--- src/include/pwr_mode_pkg.sv ---
// Package of constants and types for the power mode controller.
package pwr_mode_pkg;

  // Power mode states of the sequencer.
  typedef enum logic [2:0] {
    MODE_NORMAL,
    MODE_IDLE,
    MODE_STOP,
    MODE_SHUTDOWN,
    MODE_RESET_SEQ
  } power_mode_type;

  // Encoded mode shown on the status output.
  localparam logic [1:0] MODE_CODE_NORMAL = 2'h0;
  localparam logic [1:0] MODE_CODE_IDLE = 2'h1;
  localparam logic [1:0] MODE_CODE_STOP = 2'h2;
  localparam logic [1:0] MODE_CODE_SHUTDOWN = 2'h3;

  // Reset vector where fetching starts after any reset.
  localparam logic [15:0] RESET_VECTOR = 16'h0000;

  // Length of the internal reset sequence in clock cycles.
  localparam int RESET_SEQ_CYCLES = 4;
  localparam logic [2:0] RESET_SEQ_LAST = 3'(RESET_SEQ_CYCLES - 1);

  // Clock source selection codes; zero is the low-power oscillator.
  localparam logic [1:0] CLK_SEL_LOW_POWER_OSC = 2'h0;

  // Values after reset.
  localparam logic RESET_HALT_REQ = 1'b0;
  localparam logic RESET_STOP_REQ = 1'b0;
  localparam logic RESET_REG_OFF = 1'b0;

endpackage

--- src/power_mode_controller.sv ---
// Power mode sequencer: normal, idle, stop and shutdown.
`timescale 1ns/100ps
module power_mode_controller
(
  // Clock and reset.
  input wire logic clk_sys_i,
  input wire logic rst_n_i,
  // Firmware control from the CPU core.
  input wire logic halt_req_set_i,
  input wire logic stop_req_set_i,
  input wire logic regulator_off_select_i,
  input wire logic instr_done_i,
  // Wake sources and comparator enable.
  input wire logic irq_enabled_pending_i,
  input wire logic int_reset_i,
  input wire logic pin_reset_n_i,
  input wire logic supply_low_i,
  input wire logic comparator_enable_i,
  // Core and power control.
  output logic cpu_run_o,
  output logic periph_clk_en_o,
  output logic osc_en_o,
  output logic regulator_en_o,
  output logic comparator_run_o,
  output logic core_reset_o,
  output logic [15:0] fetch_addr_o,
  output logic fetch_load_o,
  output logic resume_next_o,
  output logic [1:0] clk_sel_o,
  // Status.
  output logic halt_req_o,
  output logic stop_req_o,
  output logic [1:0] mode_o
);

  import pwr_mode_pkg::*;

  ////////////////////////////////////////////////////////////////////////////
  // Pin synchronisation.

  logic pin_reset_n_sync;
  logic supply_low_sync;
  logic pin_reset_sync;
  logic any_reset;

  // Pins from outside the clock domain pass two flip-flops.
  sync_2ff u_sync_pin
  (
    .clk_sys_i(clk_sys_i),
    .rst_n_i(rst_n_i),
    .async_i(~pin_reset_n_i),
    .sync_o(pin_reset_sync)
  );

  sync_2ff u_sync_supply
  (
    .clk_sys_i(clk_sys_i),
    .rst_n_i(rst_n_i),
    .async_i(supply_low_i),
    .sync_o(supply_low_sync)
  );

  assign pin_reset_n_sync = ~pin_reset_sync;

  // An internal, pin or supply reset each counts as a reset source.
  assign any_reset = int_reset_i | pin_reset_sync | supply_low_sync;

  ////////////////////////////////////////////////////////////////////////////
  // Mode sequencer.

  power_mode_type mode_reg;
  power_mode_type mode_next;
  logic [2:0] seq_cnt_reg;
  logic pending_halt_reg;
  logic pending_stop_reg;
  logic pending_reg_off_reg;
  logic wake_reset;

  // Shutdown leaves only on a pin or supply reset.
  always_comb
  begin
    if (mode_reg == MODE_SHUTDOWN)
      wake_reset = pin_reset_sync | supply_low_sync;
    else
      wake_reset = any_reset;
  end

  // Next mode selection.
  always_comb
  begin
    mode_next = mode_reg;
    case (mode_reg)
      MODE_NORMAL:
      begin
        if (wake_reset)
          mode_next = MODE_RESET_SEQ;
        else if (instr_done_i && pending_stop_reg && pending_reg_off_reg)
          mode_next = MODE_SHUTDOWN;
        else if (instr_done_i && pending_stop_reg)
          mode_next = MODE_STOP;
        else if (instr_done_i && pending_halt_reg)
          mode_next = MODE_IDLE;
      end
      MODE_IDLE:
      begin
        if (wake_reset)
          mode_next = MODE_RESET_SEQ;
        else if (irq_enabled_pending_i)
          mode_next = MODE_NORMAL;
      end
      MODE_STOP:
      begin
        if (wake_reset)
          mode_next = MODE_RESET_SEQ;
      end
      MODE_SHUTDOWN:
      begin
        if (wake_reset)
          mode_next = MODE_RESET_SEQ;
      end
      MODE_RESET_SEQ:
      begin
        if (!supply_low_sync && !pin_reset_sync && !int_reset_i &&
            seq_cnt_reg == RESET_SEQ_LAST)
          mode_next = MODE_NORMAL;
      end
      default:
        mode_next = MODE_RESET_SEQ;
    endcase
  end

  // Mode register; the low supply holds the sequence in reset.
  always_ff @(posedge clk_sys_i or negedge rst_n_i)
  begin
    if (!rst_n_i)
      mode_reg <= MODE_RESET_SEQ;
    else
      mode_reg <= mode_next;
  end

  // Reset sequence counter restarts while any reset source is active.
  always_ff @(posedge clk_sys_i or negedge rst_n_i)
  begin
    if (!rst_n_i)
      seq_cnt_reg <= 3'h0;
    else if (mode_reg != MODE_RESET_SEQ || any_reset)
      seq_cnt_reg <= 3'h0;
    else if (seq_cnt_reg != RESET_SEQ_LAST)
      seq_cnt_reg <= seq_cnt_reg + 3'h1;
  end

  ////////////////////////////////////////////////////////////////////////////
  // Request bits set by firmware.

  // Halt request; interrupt wake clears it, set wins over clear.
  always_ff @(posedge clk_sys_i or negedge rst_n_i)
  begin
    if (!rst_n_i)
      pending_halt_reg <= RESET_HALT_REQ;
    else if (mode_reg == MODE_RESET_SEQ)
      pending_halt_reg <= RESET_HALT_REQ;
    else if (halt_req_set_i && mode_reg == MODE_NORMAL)
      pending_halt_reg <= 1'b1;
    else if (mode_reg == MODE_IDLE && mode_next == MODE_NORMAL)
      pending_halt_reg <= 1'b0;
  end

  // Stop request and the captured regulator select.
  always_ff @(posedge clk_sys_i or negedge rst_n_i)
  begin
    if (!rst_n_i)
    begin
      pending_stop_reg <= RESET_STOP_REQ;
      pending_reg_off_reg <= RESET_REG_OFF;
    end
    else if (mode_reg == MODE_RESET_SEQ)
    begin
      pending_stop_reg <= RESET_STOP_REQ;
      pending_reg_off_reg <= RESET_REG_OFF;
    end
    else if (stop_req_set_i && mode_reg == MODE_NORMAL)
    begin
      pending_stop_reg <= 1'b1;
      pending_reg_off_reg <= regulator_off_select_i;
    end
  end

  ////////////////////////////////////////////////////////////////////////////
  // Registered outputs.

  // Power and clock controls follow the next mode.
  always_ff @(posedge clk_sys_i or negedge rst_n_i)
  begin
    if (!rst_n_i)
    begin
      cpu_run_o <= 1'b0;
      periph_clk_en_o <= 1'b0;
      osc_en_o <= 1'b1;
      regulator_en_o <= 1'b1;
      comparator_run_o <= 1'b0;
      core_reset_o <= 1'b1;
      clk_sel_o <= CLK_SEL_LOW_POWER_OSC;
      mode_o <= MODE_CODE_NORMAL;
    end
    else
    begin
      cpu_run_o <= (mode_next == MODE_NORMAL);
      periph_clk_en_o <= (mode_next == MODE_NORMAL) ||
                         (mode_next == MODE_IDLE);
      osc_en_o <= (mode_next != MODE_STOP) &&
                  (mode_next != MODE_SHUTDOWN);
      regulator_en_o <= (mode_next != MODE_SHUTDOWN);
      comparator_run_o <= comparator_enable_i &&
                          (mode_next != MODE_SHUTDOWN);
      core_reset_o <= (mode_next == MODE_RESET_SEQ);
      if (mode_next == MODE_RESET_SEQ)
        clk_sel_o <= CLK_SEL_LOW_POWER_OSC;
      case (mode_next)
        MODE_IDLE: mode_o <= MODE_CODE_IDLE;
        MODE_STOP: mode_o <= MODE_CODE_STOP;
        MODE_SHUTDOWN: mode_o <= MODE_CODE_SHUTDOWN;
        default: mode_o <= MODE_CODE_NORMAL;
      endcase
    end
  end

  // Fetch control: vector load after reset, resume after idle.
  always_ff @(posedge clk_sys_i or negedge rst_n_i)
  begin
    if (!rst_n_i)
    begin
      fetch_addr_o <= RESET_VECTOR;
      fetch_load_o <= 1'b0;
      resume_next_o <= 1'b0;
    end
    else
    begin
      fetch_addr_o <= RESET_VECTOR;
      fetch_load_o <= (mode_reg == MODE_RESET_SEQ) &&
                      (mode_next == MODE_NORMAL);
      resume_next_o <= (mode_reg == MODE_IDLE) &&
                       (mode_next == MODE_NORMAL);
    end
  end

  // Status copies of the request bits.
  always_ff @(posedge clk_sys_i or negedge rst_n_i)
  begin
    if (!rst_n_i)
    begin
      halt_req_o <= 1'b0;
      stop_req_o <= 1'b0;
    end
    else
    begin
      halt_req_o <= pending_halt_reg;
      stop_req_o <= pending_stop_reg;
    end
  end

  ////////////////////////////////////////////////////////////////////////////
  // Checks.

  idle_irq_wake_a: assert property (
    @(posedge clk_sys_i) disable iff (!rst_n_i)
    (mode_reg == MODE_IDLE && irq_enabled_pending_i && !any_reset)
      |=> (mode_reg == MODE_NORMAL && !pending_halt_reg))
    else $error("idle did not wake on interrupt");

  stop_no_irq_a: assert property (
    @(posedge clk_sys_i) disable iff (!rst_n_i)
    (mode_reg == MODE_STOP && !any_reset) |=> mode_reg == MODE_STOP)
    else $error("stop left without reset");

  shutdown_exit_a: assert property (
    @(posedge clk_sys_i) disable iff (!rst_n_i)
    (mode_reg == MODE_SHUTDOWN && !pin_reset_sync && !supply_low_sync)
      |=> mode_reg == MODE_SHUTDOWN)
    else $error("shutdown left without pin or power reset");

  shutdown_reg_off_a: assert property (
    @(posedge clk_sys_i) disable iff (!rst_n_i)
    (mode_reg == MODE_SHUTDOWN) |=> (!regulator_en_o || mode_reg !=
      MODE_SHUTDOWN))
    else $error("regulator on in shutdown");

  stop_osc_off_a: assert property (
    @(posedge clk_sys_i) disable iff (!rst_n_i)
    $rose(mode_reg == MODE_STOP) |-> (!osc_en_o && !cpu_run_o &&
      regulator_en_o))
    else $error("stop controls wrong");

  idle_periph_run_a: assert property (
    @(posedge clk_sys_i) disable iff (!rst_n_i)
    $rose(mode_reg == MODE_IDLE) |-> (periph_clk_en_o && !cpu_run_o))
    else $error("idle controls wrong");

  supply_hold_a: assert property (
    @(posedge clk_sys_i) disable iff (!rst_n_i)
    supply_low_sync |=> (core_reset_o && mode_reg == MODE_RESET_SEQ))
    else $error("low supply did not hold reset");

  reset_clears_req_a: assert property (
    @(posedge clk_sys_i) disable iff (!rst_n_i)
    (mode_reg == MODE_RESET_SEQ) |=> (!pending_stop_reg &&
      !pending_halt_reg))
    else $error("request bits survived reset");

  reset_vector_a: assert property (
    @(posedge clk_sys_i) disable iff (!rst_n_i)
    fetch_load_o |-> (fetch_addr_o == RESET_VECTOR && cpu_run_o))
    else $error("bad reset fetch");

  idle_cov: cover property (@(posedge clk_sys_i) disable iff (!rst_n_i)
    mode_reg == MODE_IDLE ##1 mode_reg == MODE_NORMAL);
  stop_cov: cover property (@(posedge clk_sys_i) disable iff (!rst_n_i)
    mode_reg == MODE_STOP ##1 mode_reg == MODE_RESET_SEQ);
  shutdown_cov: cover property (@(posedge clk_sys_i) disable iff (!rst_n_i)
    mode_reg == MODE_SHUTDOWN ##1 mode_reg == MODE_RESET_SEQ);

endmodule

--- src/sync_2ff.sv ---
// Two flip-flop synchroniser for single-bit levels.
`timescale 1ns/100ps
module sync_2ff
(
  // Clock and reset.
  input wire logic clk_sys_i,
  input wire logic rst_n_i,
  // Level in and out.
  input wire logic async_i,
  output logic sync_o
);

  logic meta_reg;

  // Only the second stage reads the first.
  always_ff @(posedge clk_sys_i or negedge rst_n_i)
  begin
    if (!rst_n_i)
    begin
      meta_reg <= 1'b0;
      sync_o <= 1'b0;
    end
    else
    begin
      meta_reg <= async_i;
      sync_o <= meta_reg;
    end
  end

endmodule

--- config.mk ---
export PLATFORM = sky130hd
export DESIGN_NAME = power_mode_controller
export DESIGN_NICKNAME = d
export VERILOG_FILES = /design/src/include/pwr_mode_pkg.sv /design/src/power_mode_controller.sv /design/src/sync_2ff.sv
export SDC_FILE = /design/constraint.sdc
export NUM_CORES = 1
export LEC_CHECK = 0
export CAP_MARGIN = 10
export CORE_ASPECT_RATIO = 0.7
export CORE_MARGIN = 2
export CORE_UTILIZATION = 55
export DETAILED_ROUTE_END_ITERATION = 12
export DONT_BUFFER_PORTS = 1
export GPL_ROUTABILITY_DRIVEN = 1
export PLACE_DENSITY = 0.72
export SLEW_MARGIN = 30
export SYNTH_ARGS = -nofsm -noshare
export SYNTH_HDL_FRONTEND = slang
export SYNTH_SLANG_ARGS = --single-unit
export TNS_END_PERCENT = 50
--- constraint.sdc ---
create_clock -name clk_sys_i -period 2.03 [get_ports clk_sys_i]
set_input_delay 0.203 -clock clk_sys_i [delete_from_list [all_inputs] [get_ports clk_sys_i]]
set_output_delay 0.203 -clock clk_sys_i [all_outputs]
set_load 0.05 [all_outputs]
* Yosys cells after proc, flatten, opt, wreduce, memory -nomap -nowiden
Index checks and enable logic that the tools add are counted.
** Cells by class
- $add $sub $neg :: 1
- Equality and inequality tests :: 13
- Multiplexer cells :: 20
- Reduce and logical (&&, ||, !) cells :: 23
- Bitwise logic cells :: 4
** Operators by type and width (number)
- $mux W3 :: 10
- $eq A3 B2 Y1 const B :: 5
- $logic_and A1 B1 Y1 :: 12
- $pmux W3 S4 :: 1
- $ne A3 B2 Y1 const B :: 3
- $mux W1 :: 8
- $eq A3 B1 Y1 const B :: 2
- $eq A3 B3 Y1 const B :: 2
- $logic_not A3 Y1 :: 2
- $pmux W2 S3 :: 1
- $reduce_bool A2 Y1 :: 2
- $add A3 B1 Y3 const B :: 1
- $logic_not A1 Y1 :: 3
- $ne A3 B3 Y1 const B :: 1
- $or A1 B1 Y1 :: 3
- $reduce_bool A3 Y1 :: 1
- $logic_or A1 B1 Y1 :: 2
- $reduce_or A2 Y1 :: 1
- $not A1 Y1 :: 1
** Storage, ports and cells
- Output and inout bits :: 30
- Input bits :: 11
- Bits in registers :: 25
- Word-level logic and storage cells :: 81

* Logic depth before layout (Yosys ltp)
Gate-level depths: netlist of the first run.
- Depth after elaboration :: 11
- Depth in mapped cells :: 5
- Gate-level depth less buffers :: 5

* Hierarchy
From an unflattened synthesis of the first run, not the netlist that was laid out.
** Second synthesis, totals
- Cells, all modules :: 104
- Area total of the unflattened synthesis :: 1203.7 sq um
** By module, submodules not included
- power_mode_controller :: area an instance 1103.6 sq um, instances 1, sequential area each 530.5 sq um, cells each 100
- sync_2ff :: area an instance 50.0 sq um, instances 2, sequential area each 50.0 sq um, cells each 2

* Worst setup path after synthesis of the first run
Ideal clock, no wire load.
- Kind :: flip-flop to flip-flop
- Start point :: reg seq_cnt_reg[0]
- End point :: reg pending_halt_reg
- Path buffers :: 0
- Setup time :: 124 ps
- Data required time :: 1906 ps
- Cell stages (with the launch flop) :: 6
- Period minus slack after synthesis :: 1505 ps
- Arrival :: 1381 ps
- Path slack :: 525 ps
- Path through :: dfrtp_1 > ha_1 > ha_1 > nor4b_4 > o2111ai_2 > o31a_1
** Between the ends
- Word-level cells in the longest chain between the ends :: 7
** RTL lines
- start: declaration :: line power_mode_controller.sv:73 : logic [2:0] seq_cnt_reg;
- start signal: assignment :: line power_mode_controller.sv:149 : seq_cnt_reg <= seq_cnt_reg + 3'h1;
- $eq A3 B2 Y1 :: line power_mode_controller.sv:124 : seq_cnt_reg == RESET_SEQ_LAST)
- $logic_and A1 B1 Y1 :: line power_mode_controller.sv:123 : if (!supply_low_sync && !pin_reset_sync && !int_reset_i &&
- $mux W3 :: line power_mode_controller.sv:123
- $pmux W3 S4 :: line power_mode_controller.sv:92 : case (mode_reg)
- $logic_not A3 Y1 :: line power_mode_controller.sv:164 : else if (mode_reg == MODE_IDLE && mode_next == MODE_NORMAL)
- $logic_and A1 B1 Y1 :: line power_mode_controller.sv:164
- $reduce_bool A3 Y1 (no source line)
- end signal: assignment :: line power_mode_controller.sv:161 : pending_halt_reg <= RESET_HALT_REQ;
- end signal: assignment :: line power_mode_controller.sv:163 : pending_halt_reg <= 1'b1;
- end signal: assignment :: line power_mode_controller.sv:165 : pending_halt_reg <= 1'b0;
- end: declaration :: line power_mode_controller.sv:74 : logic pending_halt_reg;
No other way between the ends.
A chain may end at the register's enable or synchronous reset.

* Worst setup path in the final report of the first run
Same ends and word-level chain as after synthesis.

==> run summary, run 1 <==
Setup_tns: 0 ns
Worst r2r src: seq_cnt_reg[0]$_DFFE_PN0P_
Design area: 1170 µm²
WHS Endpoint: pending_stop_reg$_DFFE_PN0P_
Layout Area Growth over Synthesis: -0.530%
RSZ-0062 raised after global routing: no
Worst hold stages: 2
Pwr/cell area: 702 nW/µm²
Largest net degree at the start of global routing: 26
Root Driver: clkbuf_4
Least-Margin Pin Slew: 0.525 ns
Mapped Cells: 101
Cell row count: 13
Setup-failing EPs final: 0
Kind of start point of the critical path: register
Wire length on met1: 784 µm
WL met2: 811 µm
Placed cells: 119
Reg-to-Reg End: pending_halt_reg$_DFFE_PN0P_
Post-CTS sizing: 0
Lkg Pwr: 0.563 nW
Fin cells: 128
DR vias: 676
R2R setup slack: 0.32 ns
Cts bufs inserted: 3
Critical-path top delay cell: dfrtp_1
DIE HEIGHT: 42.8 µm
Yosys warnings: 0
Yosys cell types: 32
GP Congestion: 0.828
Met3 WL: 133 µm
Starting DRT DRC Count: 14
Fmax: 586 MHz
Combinational Power Share: 12.4%
Worst Setup Path Type: register to register
Skew final: 0.00342 ns
Crit Path Max Fanout: 5
Sw Ratio: 28.0%
Seq pwr share: 62.0%
Buf/Inv on CP: 0
Crit end category: register
# diodes: 0
Post-Route WL: 1740 µm
Most used cell, CP: ha_1
Source of the worst hold timing path: stop_req_set_i
Synth Register Bits: 25
Max Transition Viols Final: 0
Synthesized area per cell: 11.7 µm²
Crit path required time: 2.24 ns
Number of global-route vias before repair: 617
Core ar.: 1940 µm²
Max_cap viols: 0
Sequential share of the synthesized area: 53.4%
Top sig layer: met4
Layout cells sized above 1: 15.1%
Starting density of the core: 61.0%
GRT Overall Usage: 15.4%
DP HPWL: 1280 µm
Clock network fraction of total power: 25.6%
I/O pin cnt: 41
Clk buf depth: 2
DRC violations left: 0
Crit-path max cell delay: 0.39 ns
Sw Pwr: 231 µW
# port buffers: 0
Wire length per cell: 13.6 µm
Post-placement cell area: 1100 µm²
Initial DRT Pass Iterations: 4
Slew margin rel.: 65.0%
Die X: 59.4 µm
Crit path DAT: 1.91 ns
Initial antenna violation count: 0
Hold slack: 0.0771 ns
Aggregate global routing overflow: 0
Hold crit path type: input pin to register
Final Critical Period: 1.71 ns
Period utilisation layout: 84.0%
Detail Route Antenna Nets: 0
Full die area: 2540 µm²
Final hold vios: 0
Internal power: 593 µW
Clock Latency Late Sink: 0.31 ns
R2R depth: 5
Status: finished clean
Nets@finish: 120
CTS H-tree depth: 1
Mapped cell area: 1180 µm²
Clock Sinks: 25
Peak supply drop: 463 µV
Cell family with most CP delay: compound AO/OA/AOI/OAI gates
CP Cell Sequence: ha_1 -> ha_1 -> nor4b_4 -> o2111ai_2 -> o31a_1
Via density: 5.28
Clock-pin slew on the worst setup and hold paths: 0.12 ns
CTS tree: built
First-pass GRT wire length: 2880 µm
==> per-layer routing <==
layer	vias to the layer above	track usage, %
li1	315	-
met1	323	20.8
met2	36	22.6
met3	2	5.79
met4	0	5.00
met5	-	0
==> what timing repair did <==
item,4_1_cts,5_1_grt
buffers inserted,0,0
hold buffers,3,2
endpoints found under the hold margin,27,22
==> through the flow <==
stage          power (mW)  utilization, %  setup slack (ns)
6_report            0.824            60.6             0.324
5_1_grt             0.867            60.6             0.239
3_5_place_dp        0.606            56.9             0.354
3_3_place_gp        0.605            56.9             0.472
4_1_cts             0.832            59.9             0.329
2_1_floorplan       0.630               -             0.525
==> layout by cell type, fill, tap and decap left out, drive strengths merged <==
master       instances
o31a                 1
nor4b                1
clkbuf               4
conb                18
o31ai                1
inv                  3
nor3                 2
buf                  1
o2111ai              1
nand2                4
nand2b               1
a31oi                1
or3                  2
a211o                1
a21oi                5
nor2                10
ha                   2
dlygate4sd3          4
mux2i                1
or2b                 1
xor2                 1
and3                 4
nor2b                2
o221ai               1
o21a                 1
dfstp                4
o21ai                5
or2                  1
a21boi               2
dfrtp               21
==> worst register-to-register path, delay by kind of cell (launching register included) <==
kind                     cells  cell delay, ns
flip-flops                   1            0.39
adder cells (fa/ha/maj)      2            0.43
AND/OR/NAND/NOR              1            0.30
AO/OA/AOI/OAI                2            0.48
==> worst max-delay path by stage <==
stage,from,cells past startpoint,to
2_1_floorplan,seq_cnt_reg[0]$_DFFE_PN0P_,5,pending_halt_reg$_DFFE_PN0P_
3_3_place_gp,seq_cnt_reg[0]$_DFFE_PN0P_,5,pending_halt_reg$_DFFE_PN0P_
3_5_place_dp,seq_cnt_reg[0]$_DFFE_PN0P_,5,pending_halt_reg$_DFFE_PN0P_
4_1_cts,seq_cnt_reg[0]$_DFFE_PN0P_,5,pending_halt_reg$_DFFE_PN0P_
5_1_grt,seq_cnt_reg[0]$_DFFE_PN0P_,5,pending_halt_reg$_DFFE_PN0P_
6_report,seq_cnt_reg[0]$_DFFE_PN0P_,5,pending_halt_reg$_DFFE_PN0P_
==> final cells by class <==
type | instances | area [µm²]
Inverter | 3 | 11.3
Fill cell | 159 | 762
Sequential cell | 25 | 631
Multi-Input combinational cell | 69 | 433
Timing Repair Buffer | 5 | 45.0
Clock buffer | 4 | 26.3
Tap cell | 22 | 27.5
==> synthesized netlist by cell type <==
library cell	n	area (µm²)
and3_1	3	18.8
or3_1	2	12.5
or2b_2	1	8.76
mux2i_1	1	10.0
o31ai_4	1	21.3
nor2_1	9	33.8
a21oi_1	5	25.0
buf_4	18	135
o21a_1	1	7.51
a31oi_1	1	6.26
nor3_1	2	10.0
o31a_1	1	8.76
conb_1	1	3.75
buf_6	3	33.8
nor4b_4	1	23.8
or2_0	1	6.26
inv_1	3	11.3
nor2_4	1	11.3
nor2b_1	2	12.5
a211o_1	1	8.76
nand2_1	4	15.0
a21boi_1	2	15.0
o2111ai_2	1	15.0
o221ai_2	1	15.0
nand2b_1	1	6.26
o21ai_2	1	8.76
dfstp_2	4	105
ha_1	2	25.0
xor2_1	1	8.76
dfrtp_1	21	526
and3_4	1	11.3
o21ai_0	4	20.0
==> cell families after synthesis <==
| family | synth area share [%] |
|---|---|
| compound gates | 12.8 |
| simple gates | 14.4 |
| mux | 0.848 |
| fa+ha+maj | 2.12 |
| xor+xnor | 0.742 |
| other cells | 0.318 |
| flops | 53.4 |
| buf+inv | 15.3 |
==> power groups by stage <==
stage	Combinational [mW]	Sequential, mW	Clock, mW
3_3_place_gp	0.0856	0.520	0
4_1_cts	0.0998	0.511	0.221
3_5_place_dp	0.0859	0.520	0
6_report	0.102	0.511	0.211
2_1_floorplan	0.111	0.519	0
5_1_grt	0.108	0.512	0.246
(Power assumes the default switching activity.)
==> inputs of run 2 (changes only) <==
Clock period 2.03 ns to 1.66 ns, I/O delays scaled along.
==> run 2 against run 1 <==
Compared with the run above: die area stayed put; cell count is 2.3% higher; final area is 2.0% higher; global-route usage is 1.7 points higher; combinational power is 25% higher; total power is 23% higher; first-iteration DRC count is 64% higher; clock power is 24% higher; largest power group unchanged.
==> run summary, run 2 (synthesis results as in run 1) <==
Crit end category: register
CTS tree: built
Kind of start point of the critical path: register
# port buffers: 0 (unchanged)
# diodes: 0 (unchanged)
Wire length per cell: 14.5 µm (+6.8%)
Crit path required time: 1.87 ns (-0.37 ns)
Cts bufs inserted: 3 (unchanged)
I/O pin cnt: 41 (unchanged)
Skew final: 0.00372 ns (+0.000300 ns)
Max_cap viols: 0 (unchanged)
Initial DRT Pass Iterations: 4 (unchanged)
Layout cells sized above 1: 18.3% (+3.3 points)
GRT Overall Usage: 17.1% (+1.7 points)
First-pass GRT wire length: 3140 µm (+8.8%)
Full die area: 2540 µm² (unchanged)
Post-placement cell area: 1120 µm² (+2.0%)
Starting density of the core: 61.0% (unchanged)
Final hold vios: 0 (unchanged)
Detail Route Antenna Nets: 0 (unchanged)
DP HPWL: 1430 µm (+11%)
Peak supply drop: 587 µV (+27%)
Crit-path max cell delay: 0.67 ns (+0.28 ns)
Setup_tns: 0 ns (unchanged)
DRC violations left: 0 (unchanged)
DR vias: 692 (+2.4%)
Setup bufs post-CTS: 0 (unchanged)
RSZ-0062 raised after global routing: no
Starting DRT DRC Count: 23 (+9)
Nets@finish: 123 (+2.5%)
CTS H-tree depth: 1 (unchanged)
Root Driver: clkbuf_4
Design area: 1200 µm² (+2.0%)
Highest-count cells in the layout ignoring fill and taps: 20 x dfrtp_1, 18 x conb_1, 9 x nor2_1, 5 x a21oi_1
Worst Setup Path Type: register to register
Max Transition Viols Final: 0 (unchanged)
Status: finished clean
Number of global-route vias before repair: 702 (+14%)
Largest net degree at the start of global routing: 26 (unchanged)
Clock-pin slew on the worst setup and hold paths: 0.12 ns (about the same)
Critical-path top delay cell: dfstp_2
Crit Path Max Fanout: 10 (+5)
Clk buf depth: 2 (unchanged)
CP Cell Sequence: nand2b_1 -> a211o_1 -> o2111ai_2 -> o31a_1
Pwr/cell area: 845 nW/µm² (+20%)
Clock Latency Late Sink: 0.31 ns (about the same)
Slew margin rel.: 64.9% (-0.16 points)
Initial antenna violation count: 0 (unchanged)
Lkg Pwr: 0.578 nW (+2.6%)
Via density: 5.28 (about the same)
Period utilisation layout: 93.2% (+9.1 points)
Layout Area Growth over Synthesis: 1.48%
Die X: 59.4 µm (unchanged)
Setup-failing EPs final: 0 (unchanged)
Fillers: 160 (+0.63%)
Final Critical Period: 1.55 ns (-0.159 ns)
Clock Sinks: 25 (unchanged)
Fmax: 646 MHz (+10%)
Cell row count: 13 (unchanged)
DIE HEIGHT: 42.8 µm (unchanged)
Commonest non-fill, non-tap cell in the layout: dfrtp_1
Aggregate global routing overflow: 0 (unchanged)
Hold crit path type: input pin to register
Final Total Pwr: 1.01 mW (+23%)
Post-Route WL: 1900 µm (+9.3%)
Least-Margin Pin Slew: 0.527 ns (+0.00246 ns)
Core ar.: 1940 µm² (unchanged)
GP Congestion: 0.813 (-1.7%)
Crit path DAT: 1.76 ns (-0.15 ns)
run 2: path summary, 6_finish.rpt:
kind                                             startpoint                              to  slack [ns]  depth (start not counted)
hold reg to reg            u_sync_supply.meta_reg$_DFF_PN0_  u_sync_supply.sync_o$_DFF_PN0_        0.37                          0
setup reg to reg                      mode_reg[2]$_DFF_PN1_    pending_halt_reg$_DFFE_PN0P_        0.11                          4
hold / removal                               stop_req_set_i    pending_stop_reg$_DFFE_PN0P_        0.02                          2
min in group asynchronous                           rst_n_i            stop_req_o$_DFF_PN0_        0.33                          2
setup / recovery                      mode_reg[2]$_DFF_PN1_    pending_halt_reg$_DFFE_PN0P_        0.11                          4
max in group asynchronous                           rst_n_i           mode_reg[1]$_DFF_PN0_        0.95                          2
run 2: timing repair:
action                                  CTS  global route
endpoints found under the setup margin    0             1
endpoints found under the hold margin    28            21
gates resized for setup                   0             1
hold buffers                              4             1
run 2: area by class of cell:
cell class	count	area, µm²	area share (%)
flip-flops and latches	25	632	52.8
clock buffers	4	26.3	2.19
inverters	3	11.3	0.940
well taps	22	27.5	2.30
multi-input cells	69	433	36.2
repair buffers	8	67.6	5.64
run 2: power by group:
part | total [mW] | switching, mW | internal, mW
registers | 0.624 | 0.00758 | 0.617
clock network | 0.261 | 0.167 | 0.0940
logic | 0.127 | 0.111 | 0.0165
total | 1.01 | 0.285 | 0.727
run 2: through the flow:
step / cells / util [%] / hold WS (ns) / setup slack, ns
after floorplan: 118 / - / -0.130 / 0.155
after global placement: 122 / 58.1 / -0.129 / 0.193
after detailed placement: 122 / 58.1 / -0.129 / 0.132
after CTS: 130 / 61.5 / 0.0152 / 0.103
after global routing: 131 / 61.9 / 0.0142 / 0.0211
final: 131 / 61.9 / 0.0243 / 0.113
run 2: routing by layer:
metal / vias up / track usage [%] / part of all wire (%)
met4: 0 / 2.73 / 0.37
met2: 32 / 27.0 / 49
met5: - / 0 / 0
li1: 319 / - / -
met1: 339 / 21.8 / 43
met3: 2 / 7.93 / 7.6
run 2: critical path, delay by kind of cell, from the launching register on:
family | cells | cell delay (ns)
AOI/OAI and AO/OA | 3 | 0.59
DFF | 1 | 0.67
and+or+nand+nor | 1 | 0.19
